## src/hw/udc_ctrl_regs.vh

```
`ifndef UDC_CTRL_REGS_VH
`define UDC_CTRL_REGS_VH

// Register indices on the plain register port
`define UDC_ADDR_W            4
`define UDC_IDX_IRQ_EN        4'h0
`define UDC_IDX_IRQ_FLAGS     4'h1
`define UDC_IDX_DEV_ADDR      4'h2
`define UDC_IDX_FRAME_HI      4'h3
`define UDC_IDX_FRAME_LO      4'h4
`define UDC_IDX_FRAME_ERR     4'h5
`define UDC_IDX_EP_SELECT     4'h6
`define UDC_IDX_EP_RESET      4'h7
`define UDC_IDX_EP_CTRL       4'h8
`define UDC_IDX_EP_CFG0       4'h9
`define UDC_IDX_EP_CFG1       4'hA
`define UDC_IDX_CTRL_IN       4'hB

// Writable bit masks, reserved bits read as zero
`define UDC_IRQ_EN_MASK       8'h3D
`define UDC_DEV_ADDR_MASK     8'hFF
`define UDC_EP_RESET_MASK     8'h1F
`define UDC_EP_CFG0_MASK      8'hC1
`define UDC_EP_CFG1_MASK      8'h7C

// Field positions
`define UDC_BIT_RESUME_END    5
`define UDC_BIT_BUS_ACTIVITY  4
`define UDC_BIT_BUS_RESET_END 3
`define UDC_BIT_FRAME_START   2
`define UDC_BIT_IDLE_SUSPEND  0
`define UDC_BIT_ADDR_VALID    7
`define UDC_BIT_FRAME_CRC_ERR 4
`define UDC_BIT_STALL_REQ     5
`define UDC_BIT_STALL_CANCEL  4
`define UDC_BIT_TOGGLE_RESET  3
`define UDC_BIT_EP_ACTIVE     0
`define UDC_BIT_EP_DIR        0

// Endpoint type codes
`define UDC_TYPE_CONTROL      2'h0
`define UDC_TYPE_ISO          2'h1
`define UDC_TYPE_BULK         2'h2
`define UDC_TYPE_INTR         2'h3

// Bank count codes
`define UDC_BANKS_ONE         2'h0
`define UDC_BANKS_TWO         2'h1

// Idle time before suspend
`define UDC_SUSPEND_US        3000
`define UDC_CLK_MHZ           100

`endif

```

## src/hw/udc_idle_timer.v

```verilog
`timescale 1ns/1ps
`default_nettype none

module udc_idle_timer
#(
    parameter CNT_W      = 19,
    parameter IDLE_LIMIT = 300000
)
(
    input  wire sys_clk,
    input  wire nrst,
    input  wire bus_idle,
    output reg  suspend_pulse
);

    reg [CNT_W-1:0] count_reg;
    reg             fired_reg;

    // ----------------------------------------
    // Idle counter, one pulse per idle period
    // ----------------------------------------
    always @(posedge sys_clk or negedge nrst)
    begin
        if (!nrst)
        begin
            count_reg     <= {CNT_W{1'b0}};
            fired_reg     <= 1'b0;
            suspend_pulse <= 1'b0;
        end
        else if (!bus_idle)
        begin
            count_reg     <= {CNT_W{1'b0}};
            fired_reg     <= 1'b0;
            suspend_pulse <= 1'b0;
        end
        else
        begin
            suspend_pulse <= 1'b0;
            if (count_reg < IDLE_LIMIT[CNT_W-1:0])
            begin
                count_reg <= count_reg + {{(CNT_W-1){1'b0}}, 1'b1};
            end
            else if (!fired_reg)
            begin
                fired_reg     <= 1'b1;
                suspend_pulse <= 1'b1; // RULE_21
            end
        end
    end

endmodule

`default_nettype wire

```

## src/hw/udc_ctrl.v

```verilog
// How it works
// RULE_01: Five writable general interrupt enable bits.
// RULE_02: Interrupt needs enable, global flag, event.
// RULE_03: Reserved bits always read as zero.
// RULE_04: Answer programmed address once enable set.
// RULE_05: Software writes address, then sets enable.
// RULE_06: Frame number from latest frame start.
// RULE_07: Corrupt frame start still updates number.
// RULE_08: Bad frame CRC sets start and error.
// RULE_09: Selector routes endpoint register accesses.
// RULE_10: Endpoint held reset while bit one.
// RULE_11: Stall request answers next SETUP, self-clears.
// RULE_12: Stall cancel clears request, self-clears.
// RULE_13: Toggle reset clears endpoint toggle, self-clears.
// RULE_14: Active bit enables or disables endpoint.
// RULE_15: Software enables endpoint zero after resets.
// RULE_16: Type field: control, iso, bulk, interrupt.
// RULE_17: Direction bit ignored for control endpoints.
// RULE_18: Size codes give 8 to 64 bytes.
// RULE_19: Bank codes give one or two banks.
// RULE_20: Event flags set regardless of enables.
// RULE_21: Idle over 3 ms sets suspend.
// RULE_22: Enables and configuration reset to zero.
`timescale 1ns/1ps
`default_nettype none
`include "udc_ctrl_regs.vh"

module udc_ctrl
#(
    parameter NUM_EP     = 5,
    parameter EP_W       = 3,
    parameter IDLE_CNT_W = 19,
    parameter IDLE_LIMIT = `UDC_SUSPEND_US * `UDC_CLK_MHZ
)
(
    input  wire                  sys_clk,
    input  wire                  nrst,
    input  wire [`UDC_ADDR_W-1:0] reg_addr,
    input  wire [7:0]            reg_wdata,
    input  wire                  reg_wr,
    input  wire                  reg_rd,
    output reg  [7:0]            reg_rdata,
    input  wire                  global_irq_enable,
    input  wire                  resume_end_in,
    input  wire                  bus_activity_in,
    input  wire                  bus_reset_end_in,
    input  wire                  bus_idle,
    input  wire                  frame_start_in,
    input  wire                  frame_crc_bad_in,
    input  wire [10:0]           frame_count_in,
    input  wire [6:0]            token_addr,
    input  wire                  token_valid,
    input  wire [EP_W-1:0]       token_ep,
    input  wire                  setup_token,
    input  wire                  stall_sent,
    output reg                   general_irq,
    output reg                   address_match,
    output reg                   stall_answer,
    output reg  [NUM_EP-1:0]     ep_active_out,
    output reg  [NUM_EP-1:0]     ep_hold_reset_out,
    output reg  [NUM_EP-1:0]     toggle_clear_pulse,
    output reg  [1:0]            sel_ep_type,
    output reg                   sel_ep_dir_in,
    output reg  [6:0]            sel_ep_size_bytes,
    output reg  [1:0]            sel_ep_banks,
    output reg                   sel_ep_cfg_valid
);

    reg [7:0]        irq_en_reg;
    reg [7:0]        irq_flags_reg;
    reg [7:0]        dev_addr_reg;
    reg [10:0]       frame_count_reg;
    reg              frame_crc_error_reg;
    reg [EP_W-1:0]   ep_sel_reg;
    reg [4:0]        ep_reset_reg;
    reg [NUM_EP-1:0] stall_req_reg;
    reg [NUM_EP-1:0] ep_active_reg;
    reg [1:0]        ep_type_reg [0:NUM_EP-1];
    reg              ep_dir_reg  [0:NUM_EP-1];
    reg [2:0]        ep_size_reg [0:NUM_EP-1];
    reg [1:0]        ep_bank_reg [0:NUM_EP-1];
    reg [7:0]        rdata_next;
    wire             suspend_pulse;
    wire             wr_ep;
    wire [7:0]       ev_now;
    integer          i;
    integer          k;

    // ----------------------------------------
    // Helper functions
    // ----------------------------------------
    function [6:0] size_bytes;
        input [2:0] code;
        begin
            case (code)
                3'h0:    size_bytes = 7'h08; // RULE_18
                3'h1:    size_bytes = 7'h10;
                3'h2:    size_bytes = 7'h20;
                3'h3:    size_bytes = 7'h40;
                default: size_bytes = 7'h00;
            endcase
        end
    endfunction

    function [1:0] bank_count;
        input [1:0] code;
        begin
            case (code)
                `UDC_BANKS_ONE: bank_count = 2'h1; // RULE_19
                `UDC_BANKS_TWO: bank_count = 2'h2;
                default:        bank_count = 2'h0;
            endcase
        end
    endfunction

    function is_wr;
        input [`UDC_ADDR_W-1:0] idx;
        begin
            is_wr = reg_wr && (reg_addr == idx);
        end
    endfunction

    // ----------------------------------------
    // Suspend idle timer
    // ----------------------------------------
    udc_idle_timer
    #(
        .CNT_W      (IDLE_CNT_W),
        .IDLE_LIMIT (IDLE_LIMIT)
    )
    u_idle
    (
        .sys_clk       (sys_clk),
        .nrst          (nrst),
        .bus_idle      (bus_idle),
        .suspend_pulse (suspend_pulse)
    );

    assign wr_ep = {{(32-EP_W){1'b0}}, ep_sel_reg} < NUM_EP;

    // Hardware events, mapped onto flag positions
    assign ev_now = {2'h0, resume_end_in, bus_activity_in, bus_reset_end_in,
                     frame_start_in | frame_crc_bad_in, 1'b0, suspend_pulse}; // RULE_08

    // ----------------------------------------
    // General registers and event flags
    // ----------------------------------------
    always @(posedge sys_clk or negedge nrst)
    begin
        if (!nrst)
        begin
            irq_en_reg          <= 8'h00; // RULE_22
            irq_flags_reg       <= 8'h00;
            dev_addr_reg        <= 8'h00;
            frame_count_reg     <= 11'h000;
            frame_crc_error_reg <= 1'b0;
            ep_sel_reg          <= {EP_W{1'b0}};
            ep_reset_reg        <= 5'h00;
        end
        else
        begin
            if (is_wr(`UDC_IDX_IRQ_EN))
                irq_en_reg <= reg_wdata & `UDC_IRQ_EN_MASK; // RULE_01
            // Software clears by writing zero; a new event wins
            irq_flags_reg <= (is_wr(`UDC_IDX_IRQ_FLAGS) ?
                              (irq_flags_reg & reg_wdata) : irq_flags_reg)
                             | (ev_now & `UDC_IRQ_EN_MASK); // RULE_20
            if (is_wr(`UDC_IDX_DEV_ADDR))
                dev_addr_reg <= reg_wdata & `UDC_DEV_ADDR_MASK;
            if (frame_start_in || frame_crc_bad_in)
                frame_count_reg <= frame_count_in; // RULE_06 RULE_07
            if (frame_crc_bad_in)
                frame_crc_error_reg <= 1'b1; // RULE_08
            else if (frame_start_in)
                frame_crc_error_reg <= 1'b0;
            if (is_wr(`UDC_IDX_EP_SELECT))
                ep_sel_reg <= reg_wdata[EP_W-1:0]; // RULE_09
            if (is_wr(`UDC_IDX_EP_RESET))
                ep_reset_reg <= reg_wdata[4:0]; // RULE_10
        end
    end

    // ----------------------------------------
    // Per-endpoint control and configuration
    // ----------------------------------------
    always @(posedge sys_clk or negedge nrst)
    begin
        if (!nrst)
        begin
            stall_req_reg      <= {NUM_EP{1'b0}};
            ep_active_reg      <= {NUM_EP{1'b0}};
            toggle_clear_pulse <= {NUM_EP{1'b0}};
            for (i = 0; i < NUM_EP; i = i + 1)
            begin
                ep_type_reg[i] <= 2'h0; // RULE_22
                ep_dir_reg[i]  <= 1'b0;
                ep_size_reg[i] <= 3'h0;
                ep_bank_reg[i] <= 2'h0;
            end
        end
        else
        begin
            toggle_clear_pulse <= {NUM_EP{1'b0}};
            for (i = 0; i < NUM_EP; i = i + 1)
            begin
                // Hardware clears on stall sent or new SETUP
                if (token_valid && (token_ep == i[EP_W-1:0]) && (setup_token || stall_sent))
                    stall_req_reg[i] <= 1'b0; // RULE_11
                if (i < 5 && ep_reset_reg[i])
                    stall_req_reg[i] <= 1'b0; // RULE_10
            end
            if (wr_ep && is_wr(`UDC_IDX_EP_CTRL))
            begin
                if (reg_wdata[`UDC_BIT_STALL_REQ])
                    stall_req_reg[ep_sel_reg] <= 1'b1; // RULE_11
                if (reg_wdata[`UDC_BIT_STALL_CANCEL])
                    stall_req_reg[ep_sel_reg] <= 1'b0; // RULE_12
                if (reg_wdata[`UDC_BIT_TOGGLE_RESET])
                    toggle_clear_pulse[ep_sel_reg] <= 1'b1; // RULE_13
                ep_active_reg[ep_sel_reg] <= reg_wdata[`UDC_BIT_EP_ACTIVE]; // RULE_14
            end
            if (wr_ep && is_wr(`UDC_IDX_EP_CFG0))
            begin
                ep_type_reg[ep_sel_reg] <= reg_wdata[7:6]; // RULE_16
                ep_dir_reg[ep_sel_reg]  <= reg_wdata[`UDC_BIT_EP_DIR];
            end
            if (wr_ep && is_wr(`UDC_IDX_EP_CFG1))
            begin
                ep_size_reg[ep_sel_reg] <= reg_wdata[6:4];
                ep_bank_reg[ep_sel_reg] <= reg_wdata[3:2];
            end
        end
    end

    // ----------------------------------------
    // Read multiplexer
    // ----------------------------------------
    always @*
    begin
        rdata_next = 8'h00; // RULE_03
        case (reg_addr)
            `UDC_IDX_IRQ_EN:    rdata_next = irq_en_reg;
            `UDC_IDX_IRQ_FLAGS: rdata_next = irq_flags_reg;
            `UDC_IDX_DEV_ADDR:  rdata_next = dev_addr_reg;
            `UDC_IDX_FRAME_HI:  rdata_next = {5'h00, frame_count_reg[10:8]}; // RULE_06
            `UDC_IDX_FRAME_LO:  rdata_next = frame_count_reg[7:0];
            `UDC_IDX_FRAME_ERR: rdata_next = {3'h0, frame_crc_error_reg, 4'h0};
            `UDC_IDX_EP_SELECT: rdata_next = {{(8-EP_W){1'b0}}, ep_sel_reg};
            `UDC_IDX_EP_RESET:  rdata_next = {3'h0, ep_reset_reg};
            `UDC_IDX_EP_CTRL:
                if (wr_ep)
                    rdata_next = {2'h0, stall_req_reg[ep_sel_reg], 4'h0,
                                  ep_active_reg[ep_sel_reg]}; // RULE_09 RULE_12
            `UDC_IDX_EP_CFG0:
                if (wr_ep)
                    rdata_next = {ep_type_reg[ep_sel_reg], 5'h00, ep_dir_reg[ep_sel_reg]};
            `UDC_IDX_EP_CFG1:
                if (wr_ep)
                    rdata_next = {1'b0, ep_size_reg[ep_sel_reg], ep_bank_reg[ep_sel_reg], 2'h0};
            `UDC_IDX_CTRL_IN:   rdata_next = {7'h00, global_irq_enable};
            default:            rdata_next = 8'h00;
        endcase
    end

    // ----------------------------------------
    // Registered outputs
    // ----------------------------------------
    always @(posedge sys_clk or negedge nrst)
    begin
        if (!nrst)
        begin
            reg_rdata         <= 8'h00;
            general_irq       <= 1'b0;
            address_match     <= 1'b0;
            stall_answer      <= 1'b0;
            ep_active_out     <= {NUM_EP{1'b0}};
            ep_hold_reset_out <= {NUM_EP{1'b0}};
            sel_ep_type       <= 2'h0;
            sel_ep_dir_in     <= 1'b0;
            sel_ep_size_bytes <= 7'h00;
            sel_ep_banks      <= 2'h0;
            sel_ep_cfg_valid  <= 1'b0;
        end
        else
        begin
            reg_rdata     <= reg_rd ? rdata_next : 8'h00;
            general_irq   <= global_irq_enable && |(irq_en_reg & irq_flags_reg); // RULE_02
            address_match <= token_valid && dev_addr_reg[`UDC_BIT_ADDR_VALID]
                             && (token_addr == dev_addr_reg[6:0]); // RULE_04
            stall_answer  <= token_valid && setup_token && ({{(32-EP_W){1'b0}}, token_ep} < NUM_EP)
                             && stall_req_reg[token_ep]; // RULE_11
            ep_active_out <= ep_active_reg;
            for (k = 0; k < NUM_EP; k = k + 1)
                ep_hold_reset_out[k] <= (k < 5) ? ep_reset_reg[k] : 1'b0; // RULE_10
            if (wr_ep)
            begin
                sel_ep_type       <= ep_type_reg[ep_sel_reg];
                sel_ep_dir_in     <= (ep_type_reg[ep_sel_reg] != `UDC_TYPE_CONTROL)
                                     && ep_dir_reg[ep_sel_reg]; // RULE_17
                sel_ep_size_bytes <= size_bytes(ep_size_reg[ep_sel_reg]);
                sel_ep_banks      <= bank_count(ep_bank_reg[ep_sel_reg]);
                sel_ep_cfg_valid  <= (size_bytes(ep_size_reg[ep_sel_reg]) != 7'h00)
                                     && (bank_count(ep_bank_reg[ep_sel_reg]) != 2'h0);
            end
            else
            begin
                sel_ep_type       <= 2'h0;
                sel_ep_dir_in     <= 1'b0;
                sel_ep_size_bytes <= 7'h00;
                sel_ep_banks      <= 2'h0;
                sel_ep_cfg_valid  <= 1'b0;
            end
        end
    end

endmodule

`default_nettype wire

```

## config.mk

```make
export PLATFORM = sky130hd
export DESIGN_NAME = udc_ctrl
export DESIGN_NICKNAME = d
export VERILOG_FILES = /design/src/hw/udc_idle_timer.v /design/src/hw/udc_ctrl.v
export VERILOG_INCLUDE_DIRS = /design/src /design/src/hw
export SDC_FILE = /design/constraint.sdc
export NUM_CORES = 1
export LEC_CHECK = 0
export BUFFER_PORTS_ARGS = -buffer_cell sky130_fd_sc_hd__buf_2
export CORE_ASPECT_RATIO = 1.1
export CORE_UTILIZATION = 58
export CTS_CLUSTER_DIAMETER = 30
export DETAILED_ROUTE_END_ITERATION = 16
export GPL_TIMING_DRIVEN = 1
export PLACE_DENSITY = 0.84
export SYNTH_ARGS = -nofsm -noshare
export SYNTH_HDL_FRONTEND = slang
export SYNTH_SLANG_ARGS = --single-unit
export TNS_END_PERCENT = 30
```

## constraint.sdc

```tcl
create_clock -name sys_clk -period 4.1 [get_ports sys_clk]
set_input_delay 1.025 -clock sys_clk [delete_from_list [all_inputs] [get_ports sys_clk]]
set_output_delay 1.025 -clock sys_clk [all_outputs]
set_load 0.05 [all_outputs]
```

==> results.json <==
{
  "status": "finished, final reports clean",
  "ir_worst_vdd_mv": 0.341,
  "synth-edff-count": 0,
  "ys_seq_area_share_pct": 53.8,
  "synth-simple-area-share_pct": 13.4,
  "die_x_microns": 106,
  "antenna_left": 0,
  "synth_async_sr_flop_share_pct": 100,
  "slew_headroom_pct": 37.6,
  "finalClockSkew_ns": 0.00835,
  "post_cts_resized": 0,
  "setup_violations": 0,
  "multi_input_area_sq_um": 2970,
  "synth_top_family_by_area": "multiplexers",
  "period_needed_ns": 2.62,
  "crit_fanout": 20,
  "area_delta_synth_final_pct": 15.9,
  "gr-total-overflow": 0,
  "synth_top_area_share_pct": 53.8,
  "synthXorXnorAreaFrac_pct": 1.78,
  "fin_nets": 719,
  "slowest_delay_ns": 0.85,
  "rows": 41,
  "min_path_type": "flop to flop",
  "drive_gt1_share_pct": 29.8,
  "cts_sinks": 148,
  "synthTopCellsByCount": "dfrtp_1, mux2_2, nand2_1",
  "powerDensity_nw_per_um2": 530,
  "routed_wl_microns": 16400,
  "crit_arrival_ns": 2.92,
  "n_fill_cell": 832,
  "ios": 86,
  "hold_violations": 0,
  "grt_pass1_wl_microns": 26400,
  "fin_setup_tns_ns": 0,
  "post_synth_fa_ha_maj_area_fraction_pct": 0.182,
  "synthMuxAreaShare_pct": 17.0,
  "switchingPower_mw": 1.27,
  "ys_types": 62,
  "combPwrFrac_pct": 20.5,
  "worst_slack_ns": 1.48,
  "fp.dieH_microns": 116,
  "drc": 0,
  "vias": 5155,
  "synth.most_common_cell": "dfrtp_1",
  "power.share.clock_pct": 37.3,
  "cts_tree": "yes",
  "largest_register_ffs": 19,
  "fmax_mhz": 382,
  "synth_top_area_cell": "dfrtp_1",
  "path_buf_inv": 1,
  "ys_warn_count": 0,
  "endpoint_kind": "flop",
  "path_clk_slew_ns": 0.06,
  "synth-compound-area-share_pct": 10.6,
  "clkLatencyLatePin_ns": 0.43,
  "clockRootBuffer": "clkbuf_16",
  "syn_avg_cell_area_sq_um": 11.5,
  "ys.flop_type": "dfrtp_1",
  "first_global_vias": 5247,
  "pre_cts_slack_ns": 1.17,
  "crit_type": "flop to flop",
  "drtPass1Iterations": 5,
  "slowest_stage": "dfrtp_1",
  "cap_violations": 0,
  "tightestPinTransition_ns": 0.932,
  "io_buffers": 82,
  "dp.final_hpwl_microns": 11200,
  "antenna_cells": 0,
  "syn_inst": 599,
  "holdBufCountCts": 0,
  "cts_buffer_depth": 2,
  "routedWlPerCell_microns": 19.7,
  "critPathLaunchType": "flop",
  "postCtsSetupBuffers": 0,
  "p_int_mw": 2.95,
  "gp_congestion": 0.904,
  "vias_per_cell": 6.18,
  "ys_ff_latch": 148,
  "cts_buffers": 17,
  "core_sq_um": 11500,
  "rsz0062_at_grt": "no",
  "p_sw_share_pct": 30.1,
  "drv_slew": 0,
  "seq_area_sq_um": 3700,
  "p_leak_nw": 3.68,
  "die_area_sq_um": 12300,
  "required_ns": 4.40,
  "syn_area_sq_um": 6880,
  "path_cells": "buf_4 -> mux2i_1 -> o32ai_1 -> a31oi_1 -> nand2_1 -> a32o_1",
  "seq_power_share_pct": 42.1,
  "antenna_found_initial": 0,
  "critPathTopFamily": "compound AO/OA/AOI/OAI gates",
  "cts-htree-levels": 4,
  "grt_max_degree": 78,
  "grtUsageTotal_pct": 28.5,
  "start_util_pct": 59.9,
  "synthTopCellsByArea": "dfrtp_1, mux2_2, mux2i_1, nand2_1, nor2_1",
  "period_share_pct": 63.9,
  "drt-initial-drc-count": 494
}
## final timing paths
kind	start	endpoint	slack, ns	cells after the start
worst max-delay path	ep_sel_reg[0]	reg_rdata[5]	1.48	6
worst min-delay path	u_idle.suspend_pulse	irq_flags_reg[0]	0.43	1
worst max register to register	ep_sel_reg[0]	reg_rdata[5]	1.48	6
worst min register to register	u_idle.suspend_pulse	irq_flags_reg[0]	0.43	1
max in group asynchronous	nrst	irq_en_reg[5]	2.68	2
min in group asynchronous	nrst	sel_ep_size_bytes[3]	0.61	1
## stage by stage
| stage | cells | util (%) | hold slack (ns) | power (mW) | area [sq um] |
|---|---|---|---|---|---|
| 3_5_place_dp | 802 | 64.1 | 0.410 | 2.66 | 7370 |
| 5_1_grt | 834 | 69.4 | 0.449 | 4.39 | 7970 |
| 6_report | 834 | 69.4 | 0.430 | 4.23 | 7970 |
| 4_1_cts | 834 | 69.4 | 0.432 | 4.24 | 7970 |
| 2_1_floorplan | 601 | - | 0.366 | 2.39 | 6890 |
| 3_3_place_gp | 802 | 64.1 | 0.413 | 2.62 | 7370 |
## cells by family after synthesis
logic type                 Yosys count
and+or+nand+nor                    179
DFF                                148
AOI/OAI and AO/OA                  106
muxes                              102
buffers and inverters               48
xor gates and xnor gates            14
adders and majority gates            1
other                                1
## area by class of cell
cell class | instances | share of cell area, %
well taps | 150 | 2.35
multi-input cells | 405 | 37.2
flip-flops and latches | 148 | 46.5
clock inverters | 9 | 1.59
inverters | 13 | 0.612
repair buffers | 86 | 5.76
clock buffers | 23 | 5.99
## cells in the final DEF (no fill, tap or decap), drive strengths merged, types with 12 or more instances in the layout
cell type / n
a21oi: 18
buf: 86
clkbuf: 23
dfrtp: 148
inv: 13
mux2: 81
mux2i: 17
nand2: 43
nand2b: 16
nor2: 34
nor2b: 12
o21ai: 21
## worst register-to-register path: cells and delay by family, from the launching register on
kind | cells | cell delay (ns)
AO/OA/AOI/OAI | 3 | 0.88
buffers and inverters | 1 | 0.38
flip-flops | 1 | 0.85
multiplexers | 1 | 0.25
AND/OR/NAND/NOR | 1 | 0.12
## routing by layer
metal,track usage [%],part of all wire [%]
met4,14.0,3.4
met3,7.65,8.1
met1,36.6,40
met2,45.4,48
met5,0,0
## power by group through the flow
stage | clock network (mW) | registers (mW) | logic [mW]
2_1_floorplan | 0 | 1.96 | 0.429
3_3_place_gp | 0 | 1.79 | 0.831
3_5_place_dp | 0 | 1.80 | 0.854
4_1_cts | 1.60 | 1.78 | 0.863
5_1_grt | 1.65 | 1.81 | 0.930
6_report | 1.58 | 1.78 | 0.867
Note: power is estimated with default switching activity, not from simulation.
